File: src/hdl/addr_map_pkg.sv
// constants and types for the cpu address map decoder
package addr_map_pkg;

  // physical address width and register port
  localparam int unsigned PHYS_W    = 26;
  localparam int unsigned REG_AW    = 4;
  localparam int unsigned PIN_GRP_N = 5;

  // register indices on the register port
  localparam logic [3:0] REG_CALL_TABLE_BASE_POINTER_OFF   = 4'h0;
  localparam logic [3:0] REG_PINSEL_OFF = 4'h1;
  localparam logic [3:0] REG_CFG_OFF    = 4'h2;
  localparam logic [3:0] REG_STATUS_OFF = 4'h3;
  localparam logic [3:0] REG_PC_OFF     = 4'h4;

  // table base pointer: bit 0 and bits 31..26 read as zero
  localparam logic [31:0] CALL_TABLE_BASE_POINTER_WMASK = 32'h03ff_fffe;
  localparam logic [31:0] CALL_TABLE_BASE_POINTER_RESET = 32'h0000_0000;

  // program counter keeps the low 26 bits only
  localparam logic [31:0] PC_MASK     = 32'h03ff_ffff;
  localparam logic [31:0] RESET_ENTRY = 32'h0000_0000;

  // pin function select bits, 0 = port mode, 1 = control mode
  localparam int unsigned PIN_DATA_HI = 0;
  localparam int unsigned PIN_DATA_LO = 1;
  localparam int unsigned PIN_CTRL    = 2;
  localparam int unsigned PIN_CS      = 3;
  localparam int unsigned PIN_TIMING  = 4;
  localparam logic [4:0]  PINSEL_RESET = 5'h00;

  // configuration register fields
  localparam int unsigned CFG_LARGE   = 0;
  localparam int unsigned CFG_ROM96   = 1;
  localparam logic [1:0]  CFG_RESET   = 2'h0;

  // status register fields
  localparam int unsigned STAT_FAULT  = 8;

  // region boundaries of the physical map
  localparam logic [25:0] ROM_TOP       = 26'h0f_ffff;
  localparam logic [25:0] ROM_LIM_128K  = 26'h01_ffff;
  localparam logic [25:0] ROM_LIM_96K   = 26'h01_7fff;
  localparam logic [25:0] CS0_BASE      = 26'h10_0000;
  localparam logic [25:0] CS1_BASE      = 26'h20_0000;
  localparam logic [25:0] CS2_BASE      = 26'h40_0000;
  localparam logic [25:0] CS3_BASE      = 26'h80_0000;
  localparam logic [25:0] EXT_TOP       = 26'hff_ffff;
  localparam logic [25:0] RAM_BASE      = 26'h3ff_0000;
  localparam logic [25:0] PERIPH_BASE   = 26'h3ff_f000;

  // access kinds from the core
  typedef enum logic [1:0] {
    KIND_FETCH = 2'b00,
    KIND_READ  = 2'b01,
    KIND_WRITE = 2'b10,
    KIND_IDLE  = 2'b11
  } acc_kind_t;

  // decoded target region
  typedef enum logic [3:0] {
    RG_NONE   = 4'b0000,
    RG_ROM    = 4'b0001,
    RG_RAM    = 4'b0010,
    RG_PERIPH = 4'b0011,
    RG_EXT0   = 4'b0100,
    RG_EXT1   = 4'b0101,
    RG_EXT2   = 4'b0110,
    RG_EXT3   = 4'b0111,
    RG_EXTROM = 4'b1000
  } region_t;

endpackage

File: src/hdl/addr_region_decode.sv
// combinational region decoder for one 26-bit physical address
`timescale 1ns/100ps
`default_nettype none
module addr_region_decode
  import addr_map_pkg::*;
(
  input  wire logic [25:0] phys_in,
  input  wire acc_kind_t   kind_in,
  input  wire logic        large_in,
  input  wire logic        rom96_in,
  output region_t          region_out,
  output logic             fetch_bad_out
);

  logic [25:0] rom_lim;

  // implemented rom size for the variant
  assign rom_lim = rom96_in ? ROM_LIM_96K : ROM_LIM_128K;

  // address to region
  always_comb begin
    region_out    = RG_NONE;
    fetch_bad_out = 1'b0;
    if (phys_in <= ROM_TOP) begin
      if (kind_in == KIND_WRITE) begin
        region_out = RG_EXTROM;
      end else if (phys_in <= rom_lim) begin
        region_out = RG_ROM;
      end else begin
        region_out = RG_NONE;
      end
    end else if (phys_in < CS1_BASE) begin
      region_out = RG_EXT0;
    end else if (phys_in < CS2_BASE) begin
      region_out = RG_EXT1;
    end else if (phys_in < CS3_BASE) begin
      region_out = large_in ? RG_EXT2 : RG_NONE;
    end else if (phys_in <= EXT_TOP) begin
      region_out = large_in ? RG_EXT3 : RG_NONE;
    end else if (phys_in < RAM_BASE) begin
      region_out = RG_NONE;
    end else if (phys_in < PERIPH_BASE) begin
      region_out = RG_RAM;
    end else begin
      if (kind_in == KIND_FETCH) begin
        fetch_bad_out = 1'b1;
      end else begin
        region_out = RG_PERIPH;
      end
    end
  end

endmodule // addr_region_decode
`default_nettype wire

File: src/hdl/cpu_address_map_decoder.sv
// cpu address masking, wraparound and memory map decode
//
// Implementation choices: the strobed register port and the register offsets.
`timescale 1ns/100ps
`default_nettype none
module cpu_address_map_decoder
  import addr_map_pkg::*;
(
  input  wire logic        clk_in,
  input  wire logic        rst_b_in,
  input  wire logic [3:0]  reg_addr_in,
  input  wire logic [31:0] reg_wdata_in,
  input  wire logic        reg_wr_in,
  input  wire logic        reg_rd_in,
  output logic [31:0]      reg_rdata_out,
  input  wire logic        acc_valid_in,
  input  wire logic [1:0]  acc_kind_in,
  input  wire logic [31:0] acc_base_in,
  input  wire logic [31:0] acc_disp_in,
  output logic [25:0]      mem_addr_out,
  output logic             rom_sel_out,
  output logic             ram_sel_out,
  output logic             periph_sel_out,
  output logic [3:0]       ext_sel_out,
  output logic             ext_area_out,
  output logic             mem_rd_out,
  output logic             mem_wr_out,
  output logic             prohibited_out,
  output logic             fetch_fault_out,
  output logic [31:0]      pc_out,
  output logic [31:0]      call_table_base_pointer_out,
  output logic [4:0]       pin_func_out
);

  // one-hot external select for a region, zero for the rest
  function automatic logic [3:0] ext_onehot(input region_t rg);
    case (rg)
      RG_EXT0: ext_onehot = 4'h1;
      RG_EXT1: ext_onehot = 4'h2;
      RG_EXT2: ext_onehot = 4'h4;
      RG_EXT3: ext_onehot = 4'h8;
      default: ext_onehot = 4'h0;
    endcase
  endfunction

  logic [31:0] call_table_base_pointer_ff;
  logic [4:0]  pinsel_ff;
  logic [1:0]  cfg_ff;
  logic        fault_ff;
  logic [31:0] pc_ff;
  region_t     last_region_ff;
  logic [31:0] rdata_ff;
  logic [25:0] addr_ff;
  logic        rom_sel_ff;
  logic        ram_sel_ff;
  logic        periph_sel_ff;
  logic [3:0]  ext_sel_ff;
  logic        ext_area_ff;
  logic        rd_ff;
  logic        wr_ff;
  logic        prohib_ff;
  logic        ffault_ff;

  logic [31:0] acc_sum;
  logic [25:0] phys;
  acc_kind_t   kind;
  region_t     region;
  logic        fetch_bad;
  logic        ext_blocked;
  logic        nxt_prohib;
  logic        acc_live;
  logic [31:0] nxt_rdata;

  // address forming: 32-bit wrap, then 26-bit physical image
  assign acc_sum  = acc_base_in + acc_disp_in;
  assign phys     = acc_sum[25:0];
  assign kind     = acc_kind_t'(acc_kind_in);
  assign acc_live = acc_valid_in && (kind != KIND_IDLE);

  addr_region_decode u_decode (
    .phys_in       (phys),
    .kind_in       (kind),
    .large_in      (cfg_ff[CFG_LARGE]),
    .rom96_in      (cfg_ff[CFG_ROM96]),
    .region_out    (region),
    .fetch_bad_out (fetch_bad)
  );

  // external selects stay off while the select pins are in port mode
  assign ext_blocked = (ext_onehot(region) != 4'h0) && !pinsel_ff[PIN_CS];
  assign nxt_prohib  = (region == RG_NONE) || ext_blocked;

  // table base pointer, masked on write
  always_ff @(posedge clk_in or negedge rst_b_in) begin
    if (!rst_b_in) begin
      call_table_base_pointer_ff <= CALL_TABLE_BASE_POINTER_RESET;
    end else if (reg_wr_in && reg_addr_in == REG_CALL_TABLE_BASE_POINTER_OFF) begin
      call_table_base_pointer_ff <= reg_wdata_in & CALL_TABLE_BASE_POINTER_WMASK;
    end
  end

  // pin function select, port mode after reset
  always_ff @(posedge clk_in or negedge rst_b_in) begin
    if (!rst_b_in) begin
      pinsel_ff <= PINSEL_RESET;
    end else if (reg_wr_in && reg_addr_in == REG_PINSEL_OFF) begin
      pinsel_ff <= reg_wdata_in[4:0];
    end
  end

  // variant configuration
  always_ff @(posedge clk_in or negedge rst_b_in) begin
    if (!rst_b_in) begin
      cfg_ff <= CFG_RESET;
    end else if (reg_wr_in && reg_addr_in == REG_CFG_OFF) begin
      cfg_ff <= reg_wdata_in[1:0];
    end
  end

  // sticky fault flag, write one clears, a new fault wins
  always_ff @(posedge clk_in or negedge rst_b_in) begin
    if (!rst_b_in) begin
      fault_ff <= 1'b0;
    end else if (acc_live && (nxt_prohib || fetch_bad)) begin
      fault_ff <= 1'b1;
    end else if (reg_wr_in && reg_addr_in == REG_STATUS_OFF
                 && reg_wdata_in[STAT_FAULT]) begin
      fault_ff <= 1'b0;
    end
  end

  // program counter follows every fetch except a peripheral-area one, starts at reset entry
  always_ff @(posedge clk_in or negedge rst_b_in) begin
    if (!rst_b_in) begin
      pc_ff <= RESET_ENTRY;
    end else if (acc_live && kind == KIND_FETCH && !fetch_bad) begin
      pc_ff <= acc_sum & PC_MASK;
    end
  end

  // last decoded region for status
  always_ff @(posedge clk_in or negedge rst_b_in) begin
    if (!rst_b_in) begin
      last_region_ff <= RG_NONE;
    end else if (acc_live) begin
      last_region_ff <= region;
    end
  end

  // register read mux
  always_comb begin
    nxt_rdata = 32'h0000_0000;
    case (reg_addr_in)
      REG_CALL_TABLE_BASE_POINTER_OFF:   nxt_rdata = call_table_base_pointer_ff;
      REG_PINSEL_OFF: nxt_rdata = {27'h0, pinsel_ff};
      REG_CFG_OFF:    nxt_rdata = {30'h0, cfg_ff};
      REG_STATUS_OFF: nxt_rdata = {23'h0, fault_ff, 4'h0, last_region_ff};
      REG_PC_OFF:     nxt_rdata = pc_ff;
      default:        nxt_rdata = 32'h0000_0000;
    endcase
  end

  // read data stands only in the cycle after the strobe
  always_ff @(posedge clk_in or negedge rst_b_in) begin
    if (!rst_b_in) begin
      rdata_ff <= 32'h0000_0000;
    end else if (reg_rd_in) begin
      rdata_ff <= nxt_rdata;
    end else begin
      rdata_ff <= 32'h0000_0000;
    end
  end

  // registered selects, one cycle after the request
  always_ff @(posedge clk_in or negedge rst_b_in) begin
    if (!rst_b_in) begin
      addr_ff       <= 26'h000_0000;
      rom_sel_ff    <= 1'b0;
      ram_sel_ff    <= 1'b0;
      periph_sel_ff <= 1'b0;
      ext_sel_ff    <= 4'h0;
      ext_area_ff   <= 1'b0;
      rd_ff         <= 1'b0;
      wr_ff         <= 1'b0;
      prohib_ff     <= 1'b0;
      ffault_ff     <= 1'b0;
    end else begin
      addr_ff       <= phys;
      rom_sel_ff    <= acc_live && region == RG_ROM;
      ram_sel_ff    <= acc_live && region == RG_RAM;
      periph_sel_ff <= acc_live && region == RG_PERIPH;
      ext_sel_ff    <= (acc_live && !ext_blocked) ? ext_onehot(region) : 4'h0;
      ext_area_ff   <= acc_live && !nxt_prohib && !fetch_bad
                       && (region == RG_EXTROM || ext_onehot(region) != 4'h0);
      rd_ff         <= acc_live && kind != KIND_WRITE && !nxt_prohib && !fetch_bad;
      wr_ff         <= acc_live && kind == KIND_WRITE && !nxt_prohib;
      prohib_ff     <= acc_live && nxt_prohib;
      ffault_ff     <= acc_live && fetch_bad;
    end
  end

  assign reg_rdata_out   = rdata_ff;
  assign mem_addr_out    = addr_ff;
  assign rom_sel_out     = rom_sel_ff;
  assign ram_sel_out     = ram_sel_ff;
  assign periph_sel_out  = periph_sel_ff;
  assign ext_sel_out     = ext_sel_ff;
  assign ext_area_out    = ext_area_ff;
  assign mem_rd_out      = rd_ff;
  assign mem_wr_out      = wr_ff;
  assign prohibited_out  = prohib_ff;
  assign fetch_fault_out = ffault_ff;
  assign pc_out          = pc_ff;
  assign call_table_base_pointer_out        = call_table_base_pointer_ff;
  assign pin_func_out    = pinsel_ff;
endmodule // cpu_address_map_decoder
`default_nettype wire

File: config.mk
export PLATFORM = sky130hd
export DESIGN_NAME = cpu_address_map_decoder
export DESIGN_NICKNAME = d
export VERILOG_FILES = /design/src/hdl/addr_map_pkg.sv /design/src/hdl/addr_region_decode.sv /design/src/hdl/cpu_address_map_decoder.sv
export SDC_FILE = /design/constraint.sdc
export NUM_CORES = 1
export LEC_CHECK = 0
export ABC_AREA = 1
export BUFFER_PORTS_ARGS = -buffer_cell sky130_fd_sc_hd__buf_4
export CORE_MARGIN = 10
export CORE_UTILIZATION = 50
export CTS_CLUSTER_DIAMETER = 100
export DETAILED_ROUTE_END_ITERATION = 10
export PLACE_DENSITY = 0.86
export SLEW_MARGIN = 0
export SYNTH_ARGS = -nofsm -noshare
export SYNTH_HDL_FRONTEND = slang
export SYNTH_SLANG_ARGS = --single-unit
File: constraint.sdc
create_clock -name clk_in -period 5 [get_ports clk_in]
set_input_delay 0.25 -clock clk_in [delete_from_list [all_inputs] [get_ports clk_in]]
set_output_delay 0.25 -clock clk_in [all_outputs]
set_load 0.03 [all_outputs]
==> flow_summary.json, run 1 <==
{
  "outcome": "finished, violations left",
  "violations": "hold timing",
  "dp_slack_ns": 1.66,
  "syn_inst": 924,
  "numPortBuffers": 208,
  "fin_nets": 1267,
  "peakVddDrop_v": 0.000173,
  "critPathCaptureType": "register",
  "antenna_left": 0,
  "synth-compound-area-share_pct": 6.64,
  "die_w_um": 140,
  "setup_violations": 0,
  "core_area_um2": 14000,
  "worstPathMaxFanout": 5,
  "synth-simple-area-share_pct": 29.9,
  "synth_cell_type_count": 41,
  "synth_xor_area_share_pct": 0.728,
  "grt-ovfl-total": 0,
  "layout_commonest_cell": "nand2_1",
  "cts_max_level": 4,
  "totalWireLength_mm": 22.6,
  "hold_viol_final": 5,
  "cts_setup_buffers": 0,
  "start_util_pct": 51.6,
  "synthFlopType": "dfrtp_1",
  "hold_buffers": 0,
  "grt_max_degree": 82,
  "grt.total_usage_pct": 22.5,
  "firstDrtPassIters": 6,
  "crit_type": "input port to register",
  "finalClockSkew_ns": 0.00786,
  "cts_made_buffers": 17,
  "post-route-drc-count": 0,
  "rows": 43,
  "wl_per_cell_um": 17.1,
  "startpoint_type": "input port",
  "required_ns": 5.32,
  "vias": 6866,
  "drive_above_1_share_pct": 28.1,
  "dp_hpwl_mm": 17.6,
  "slew_violations": 0,
  "cts_buffer_depth": 2,
  "nFillCells": 1151,
  "synthesis.area_um2": 7210,
  "finalNonFillerCells": 1324,
  "synth_area_leaders": "dfrtp_1 (44%), nand2_1 (15%), inv_1 (6.5%)",
  "hold_class": "input port to async pin",
  "critPathMostFrequentCell": "nand2_1",
  "cts_sinks": 127,
  "layout.cells.most_common_list": "nand2_1 (287), buf_4 (210), dfrtp_1 (127)",
  "critPathMaxStageDelay_ns": 0.36,
  "synth_top_family_by_area": "simple AND/OR/NAND/NOR gates",
  "synthArstFlopShare_pct": 100,
  "synth_adder_area_share_pct": 4.79,
  "areaGrowthSynthToFinish_pct": 30.6,
  "die_height_um": 140,
  "clkTransAtPathRegs_ns": 0.06,
  "cts_tree": "built",
  "synth_seq_area_share_pct": 44.1,
  "max_freq_ghz": 0.334,
  "worstPathArrival_ns": 3.32,
  "syn_avg_cell_area_um2": 7.81,
  "post_cts_resized": 0,
  "ys_warn_count": 0,
  "clk-insertion-delay-late_ns": 0.41,
  "muxShareOfSynthArea_pct": 3.28,
  "setup_tns_ns": 0,
  "drt_iter0_drc": 472,
  "postLayoutCoreUtil_pct": 67.3,
  "ys_ff_latch": 127,
  "fin_ws_ns": 2.00,
  "grt_pass1_wl_mm": 35.8,
  "worstMarginPinSlew_ns": 1.22,
  "grt_pass1_vias": 6795,
  "whs_ns": -0.0122,
  "synth_top_area_share_pct": 44.1,
  "period_share_pct": 60.0,
  "cts_root_buf": "clkbuf_16",
  "gp_congestion": 0.902,
  "power_density_nw_per_um2": 391,
  "post_drt_via_cell_ratio": 5.19,
  "dpl.cell_count": 1294,
  "dieArea_um2": 19600,
  "insertedDiodeCount": 0,
  "drv_cap": 0,
  "synth.largest_area_cell": "dfrtp_1",
  "leakagePower_nw": 5.15,
  "relSlewSlack_pct": 18.4,
  "grt_setup_unrepaired": "false",
  "slowest_stage": "ha_1",
  "synth_edf_count": 0,
  "grt_antenna_before_repair": 0,
  "fin_crit_ns": 3.00,
  "pin_count": 246
}
-- flip-flops by register name (all words and copies together), names as in the netlist, 2 cells and up --
register	flops
call_table_base_pointer_out	25
cfg_ff	2
ext_sel_out	4
last_region_ff	4
mem_addr_out	26
pc_out	26
pin_func_out	5
reg_rdata_out	26
-- per-layer routing --
metal	wire length [µm]	GRT usage [%]
met1	8890	26.7
met2	10800	37.2
met3	2330	7.67
met4	543	7.50
met5	0	0
-- critical path: cells and delay by family --
kind | cells | cell delay [ns]
and+or+nand+nor | 22 | 2.24
adders and majority gates | 2 | 0.63
buffers and inverters | 2 | 0.18
-- area by class of cell --
class                      instances  area [µm²]  share of cell area, %
multi-input combinational        635        3340                   35.5
timing repair buffer             210        1580                   16.7
tap                              180         225                   2.39
inverter                         142         533                   5.66
clock buffer                      20         447                   4.74
clock inverter                    10         115                   1.22
sequential                       127        3180                   33.7
-- Yosys cell counts, types with 2 or more instances --
master    number
xor2_1         5
o21ai_0       41
a31oi_1        4
ha_1          26
a221oi_1       3
dfrtp_1      127
mux2_2        21
nand3_1       41
nor2_1        53
nand2_1      287
nor2_2        10
nand2_4        3
clkbuf_1      14
nand3_2        4
nor3_1         4
buf_4         19
nand3b_1       6
clkinv_1       2
nand4_1       33
nor2_4         6
nand2_2       18
inv_1        124
inv_2         16
buf_2          4
a21oi_1       37
-- logic make-up after synthesis --
group                      Yosys count
AOI/OAI and AO/OA                   89
xor gates and xnor gates             6
adders and majority gates           27
buffers and inverters              180
DFF                                127
muxes                               21
other                                1
and+or+nand+nor                    473
-- per-stage QoR --
stage | power, W | instance area, µm²
2_1_floorplan | 0.00202 | 7280
3_3_place_gp | 0.00249 | 8860
3_5_place_dp | 0.00251 | 8860
4_1_cts | 0.00369 | 9420
5_1_grt | 0.00385 | 9420
6_report | 0.00368 | 9420
-- report_power, final --
group          switching [W]  total [W]  internal [W]
clock               0.000437    0.00118      0.000739
sequential          0.000128    0.00131       0.00118
combinational       0.000785    0.00119      0.000406
-- worst paths after layout --
check	startpoint	endpoint	slack [ns]	cells past startpoint
max	acc_base_in[5]	ext_area_out	2.00	26
min	rst_b_in	call_table_base_pointer_out[1]	-0.01	1
max reg2reg	cfg_ff[1]	ext_area_out	2.81	15
min reg2reg	last_region_ff[1]	last_region_ff[1]	0.49	2
max in group asynchronous	rst_b_in	call_table_base_pointer_out[9]	3.80	2
min in group clk_in	reg_rd_in	reg_rdata_out[8]	0.05	3
Note: power is estimated with default switching activity, not from simulation.
==> run 2: changes to the inputs <==
--- a/config.mk
+++ b/config.mk
@@ -5,7 +5,7 @@
 export SDC_FILE = /design/constraint.sdc
 export NUM_CORES = 1
 export LEC_CHECK = 0
-export ABC_AREA = 1
+export ABC_AREA = 0
 export BUFFER_PORTS_ARGS = -buffer_cell sky130_fd_sc_hd__buf_4
 export CORE_MARGIN = 10
 export CORE_UTILIZATION = 50
==> constraint.sdc (replaced) <==
create_clock -name clk_in -period 2.9 [get_ports clk_in]
set_input_delay 0.145 -clock clk_in [delete_from_list [all_inputs] [get_ports clk_in]]
set_output_delay 0.145 -clock clk_in [all_outputs]
set_load 0.03 [all_outputs]
==> flow_summary.json, run 2 <==
{
  "outcome": "finished, violations left",
  "violations": "setup timing",
  "period_share_pct": 102,
  "synthesis.area_um2": 6840,
  "vias": 7119,
  "grt-ovfl-total": 0,
  "grt_pass1_wl_mm": 41.3,
  "rows": 42,
  "cts_root_buf": "clkbuf_16",
  "pin_count": 246,
  "setup_violations": 22,
  "core_area_um2": 13300,
  "cp_cell_sequence": "buf_6 > ha_4 > inv_2 > fa_2 > nand2b_4 > a21o_1 > a2111o_1 > and3_1 > or3_4 > clkinv_4 > and3_1 > and4b_4 > nand2_4 > nand3_4 > clkbuf_16 > mux2_4",
  "layout.cells.most_common_list": "buf_4 (336), dfrtp_1 (127), nor2_1 (60)",
  "peakVddDrop_v": 0.000452,
  "synthArstFlopShare_pct": 100,
  "startpoint_type": "input port",
  "clkTransAtPathRegs_ns": 0.06,
  "cts_max_level": 4,
  "fin_crit_ns": 2.94,
  "synth_top_area_share_pct": 46.5,
  "grt_pass1_vias": 7259,
  "post_drt_via_cell_ratio": 6.00,
  "worstPathMaxFanout": 7,
  "worstPathArrival_ns": 3.25,
  "post-route-drc-count": 0,
  "synth_seq_area_share_pct": 46.5,
  "slew_violations": 0,
  "synth_cell_type_count": 75,
  "setup_tns_ns": -0.520,
  "slowest_stage": "a2111o_1",
  "cts_buffer_depth": 2,
  "totalWireLength_mm": 28.6,
  "grt_max_degree": 42,
  "drive_above_1_share_pct": 47.5,
  "die_w_um": 137,
  "finalNonFillerCells": 1187,
  "fin_nets": 1131,
  "power_density_nw_per_um2": 732,
  "syn_inst": 632,
  "synthFlopType": "dfrtp_1",
  "dpl.cell_count": 1116,
  "antenna_left": 0,
  "leakagePower_nw": 5.23,
  "drv_cap": 0,
  "p_clk_share_pct": 33.1,
  "cts_made_buffers": 17,
  "synth-compound-area-share_pct": 15.6,
  "layout_commonest_cell": "buf_4",
  "ys_top_cells_by_count": "dfrtp_1 (127), nor2_1 (61), mux2_2 (41), nand2_1 (41), a21oi_1 (32)",
  "gp_congestion": 0.918,
  "areaGrowthSynthToFinish_pct": 55.6,
  "drt_iter0_drc": 637,
  "ys_warn_count": 0,
  "cts_sinks": 127,
  "dp_slack_ns": -0.508,
  "p_int_w": 0.00500,
  "cts_tree": "built",
  "firstDrtPassIters": 7,
  "yosys.cell_count.top_type": "dfrtp_1",
  "wl_per_cell_um": 24.1,
  "finalPower_w": 0.00779,
  "critPathCaptureType": "register",
  "max_freq_ghz": 0.340,
  "syn_avg_cell_area_um2": 10.8,
  "pwr-share-comb_pct": 35.5,
  "relSlewSlack_pct": 63.4,
  "synth_edf_count": 0,
  "finalClockSkew_ns": 0.00905,
  "synth.largest_area_cell": "dfrtp_1",
  "whs_ns": 0.0394,
  "p_seq_share_pct": 31.4,
  "crit_type": "input port to register",
  "synth_top_family_by_area": "compound AO/OA/AOI/OAI gates",
  "power_switching_w": 0.00279,
  "fin_ws_ns": -0.0445,
  "die_height_um": 137,
  "grt.total_usage_pct": 28.2,
  "synth_xor_area_share_pct": 1.90,
  "swShare_pct": 35.9,
  "dieArea_um2": 18800,
  "numPortBuffers": 208,
  "worstMarginPinSlew_ns": 0.549,
  "start_util_pct": 51.3,
  "muxShareOfSynthArea_pct": 11.7,
  "required_ns": 3.20,
  "hold_class": "input port to register",
  "clk-insertion-delay-late_ns": 0.42,
  "ys_ff_latch": 127,
  "critPathMaxStageDelay_ns": 0.43,
  "critPathMostFrequentCell": "and3_1",
  "grt_setup_unrepaired": "true",
  "synth_area_leaders": "dfrtp_1 (46%), mux2_2 (6.7%), ha_1 (4.8%)",
  "synth_adder_area_share_pct": 5.05,
  "hold_viol_final": 0,
  "grt_antenna_before_repair": 1,
  "synth-simple-area-share_pct": 14.0,
  "dp_hpwl_mm": 18.4
}
-- run 2: per-layer routing --
metal	wire, µm	global-route usage (%)
met1	9820	31.7
met5	0	0
met3	3000	7.48
met4	1820	14.2
met2	13900	48.3
-- run 2: power groups by stage --
stage | clock, W | sequential (W) | combinational (W)
floorplan | 0 | 0.00289 | 0.000834
global placement | 0 | 0.00237 | 0.00251
detailed placement | 0 | 0.00239 | 0.00257
CTS | 0.00250 | 0.00238 | 0.00263
global route | 0.00265 | 0.00245 | 0.00290
finish | 0.00258 | 0.00244 | 0.00277
-- run 2: stage by stage --
step | utilization (%) | cell area [µm²]
floorplan | - | 6980
finish | 79.8 | 10600
global placement | 70.8 | 9450
detailed placement | 70.8 | 9450
CTS | 78.1 | 10400
global route | 79.8 | 10600
-- run 2: cell type report --
cell class	count	area [µm²]
inverter	19	76.3
sequential	127	3180
clock buffer	18	439
antenna	1	2.50
fill	763	2700
multi-input combinational	462	3550
tap	176	220
timing repair buffer	370	2920
clock inverter	14	263
-- run 2: kinds of logic after synthesis --
group                      count (synthesis)
and+or+nand+nor                          187
AOI/OAI and AO/OA                        150
DFF                                      127
muxes                                     65
buffers and inverters                     61
adders and majority gates                 27
xor gates and xnor gates                  14
other                                      1
-- run 2: worst paths after layout --
path	from	slack [ns]	cells past startpoint	endpoint
max	acc_base_in[0]	-0.04	16	pc_out[3]
min	reg_wdata_in[22]	0.04	2	call_table_base_pointer_out[22]
max reg2reg	cfg_ff[1]	0.73	10	ext_sel_out[1]
min reg2reg	last_region_ff[0]	0.50	1	last_region_ff[0]
max in group asynchronous	rst_b_in	1.75	3	mem_addr_out[0]
min in group asynchronous	rst_b_in	0.30	2	reg_rdata_out[23]
-- run 2: worst max-delay path, delay by kind of cell --
| kind | cells | cell delay, ns |
|---|---|---|
| adder cells (fa/ha/maj) | 2 | 0.48 |
| multiplexers | 1 | 0.31 |
| buffers and inverters | 4 | 0.37 |
| AO/OA/AOI/OAI | 2 | 0.62 |
| AND/OR/NAND/NOR | 7 | 1.32 |
-- run 2: repair_timing --
item,CTS,global route
hold buffers,26,1
resized for setup,2,22
gates cloned,0,2
pin swaps,1,14
endpoints found under the hold margin,66,1
endpoints found under the setup margin,29,39
buffers inserted,1,8
==> run 3: changes to the inputs <==
==> constraint.sdc (replaced) <==
create_clock -name clk_in -period 3.5 [get_ports clk_in]
set_input_delay 0.175 -clock clk_in [delete_from_list [all_inputs] [get_ports clk_in]]
set_output_delay 0.175 -clock clk_in [all_outputs]
set_load 0.03 [all_outputs]
==> flow_summary.json, run 3 (synthesis results as in run 2) <==
{
  "insertedDiodeCount": 0,
  "pin_count": 246,
  "crit_type": "input port to register",
  "layout_commonest_cell": "buf_4",
  "die_w_um": 137,
  "firstDrtPassIters": 5,
  "post_drt_via_cell_ratio": 5.75,
  "grt.total_usage_pct": 24.0,
  "post-route-drc-count": 0,
  "fin_nets": 1025,
  "antenna_left": 0,
  "wl_per_cell_um": 21.4,
  "wl_met3_mm": 2.20,
  "grt_max_degree": 70,
  "cts_buffer_depth": 2,
  "numPortBuffers": 208,
  "postLayoutCoreUtil_pct": 71.2,
  "top_layer": "met4",
  "leakagePower_nw": 4.61,
  "r2r_setup_slack_ns": 1.24,
  "max_freq_ghz": 0.317,
  "period_share_pct": 90.2,
  "cts_root_buf": "clkbuf_16",
  "vias": 6205,
  "dpl.cell_count": 1034,
  "grt_antenna_before_repair": 0,
  "setup_tns_ns": 0,
  "dieArea_um2": 18800,
  "startpoint_type": "input port",
  "finalClockSkew_ns": 0.00577,
  "post_cts_resized": 0,
  "whs_ns": 0.0135,
  "drv_cap": 0,
  "areaGrowthSynthToFinish_pct": 39.0,
  "crit_start": "acc_base_in[0]",
  "layout.cells.most_common_list": "buf_4 (247), dfrtp_1 (127), nor2_1 (61)",
  "rows": 42,
  "outcome": "finished clean",
  "setup_violations": 0,
  "clkTransAtPathRegs_ns": 0.06,
  "required_ns": 3.79,
  "crit_end": "pc_out[21]",
  "cts_tree": "built",
  "cts_made_buffers": 17,
  "grt_pass1_wl_mm": 35.5,
  "cts_setup_buffers": 0,
  "relSlewSlack_pct": 15.8,
  "multiInputGateArea_um2": 3390,
  "slew_violations": 0,
  "worstPathMaxFanout": 11,
  "start_util_pct": 51.3,
  "worstPathArrival_ns": 3.45,
  "cts_sinks": 127,
  "hold_viol_final": 0,
  "critPathCaptureType": "register",
  "power_density_nw_per_um2": 603,
  "drive_above_1_share_pct": 40.5,
  "fin_crit_ns": 3.16,
  "worstMarginPinSlew_ns": 1.26,
  "hold_buffers": 14,
  "die_height_um": 137,
  "totalWireLength_mm": 23.1,
  "core_area_um2": 13300,
  "grt-ovfl-total": 0,
  "gp_congestion": 0.912,
  "cts_max_level": 4,
  "met1_length_mm": 8.67,
  "nFillCells": 925,
  "drt_iter0_drc": 485,
  "dp_hpwl_mm": 16.6,
  "r2r_start": "cfg_ff[1]",
  "clk-insertion-delay-late_ns": 0.41,
  "grt_setup_unrepaired": "false",
  "hold_class": "input port to register",
  "r2r-end": "fault_ff",
  "holdPathStages": 2,
  "route.met2.wl_mm": 11.3,
  "grt_pass1_vias": 6466,
  "peakVddDrop_v": 0.000338,
  "finalNonFillerCells": 1080,
  "reg2reg_depth": 9,
  "seq_area_um2": 3180,
  "finalPower_w": 0.00574
}
-- run 3: cell count changes in the layout (fill, tap and decap cells not counted), sizes merged --
cell	previous run	this run
buf	341	250
bufinv	7	3
clkinv	4	7
clkbuf	20	18
diode	1	0
clkinvlp	4	5
dlygate4sd3	27	14
-- run 3: area by class of cell --
cell class | count | share of cell area [%]
inverters | 19 | 0.763
clock buffers | 18 | 4.51
multi-input cells | 462 | 35.7
well taps | 176 | 2.32
flip-flops and latches | 127 | 33.4
repair buffers | 264 | 21.5
clock inverters | 14 | 1.78
-- run 3: critical path, cell delays in order --
cell and delay, ns:
buf_4 0.08, ha_1 0.17, inv_1 0.06, fa_1 0.39
nand2b_1 0.20, a21o_1 0.21, a2111o_1 0.44, and3_1 0.17
or3_4 0.39, clkinv_2 0.07, and3_1 0.15, and4b_4 0.27
nand2_4 0.06, nand3_4 0.12, buf_12 0.16, mux2_2 0.34
-- run 3: worst min-delay path by stage --
stage / from / to / slack, ns
3_5_place_dp: rst_b_in / reg_rdata_out[18] / 0.21
6_report: reg_wdata_in[14] / call_table_base_pointer_out[14] / 0.01
2_1_floorplan: rst_b_in / call_table_base_pointer_out[10] / -0.12
3_3_place_gp: rst_b_in / reg_rdata_out[21] / 0.21
5_1_grt: reg_wdata_in[23] / call_table_base_pointer_out[23] / 0.004
4_1_cts: reg_wdata_in[14] / call_table_base_pointer_out[14] / 0.0005
-- run 3: metal layers --
layer  global-route usage [%]  vias to the layer above
met1                     27.9                     2948
met5                        0                        -
met4                     10.9                        0
met3                     6.20                       73
li1                         -                     2816
met2                     40.8                      368
-- run 3: stage by stage --
| stage | cell area (µm²) | worst slack, ns |
|---|---|---|
| CTS | 9510 | 0.353 |
| floorplan | 6910 | 0.192 |
| global placement | 8770 | 0.00557 |
| detailed placement | 8770 | -0.0429 |
| global route | 9510 | 0.0828 |
| finish | 9510 | 0.341 |
-- run 3: power by group --
group          internal, W  total, W  switching (W)
Combinational     0.000814   0.00199        0.00117
Sequential         0.00173   0.00197       0.000245
Clock              0.00112   0.00178       0.000661
Total              0.00366   0.00574        0.00208
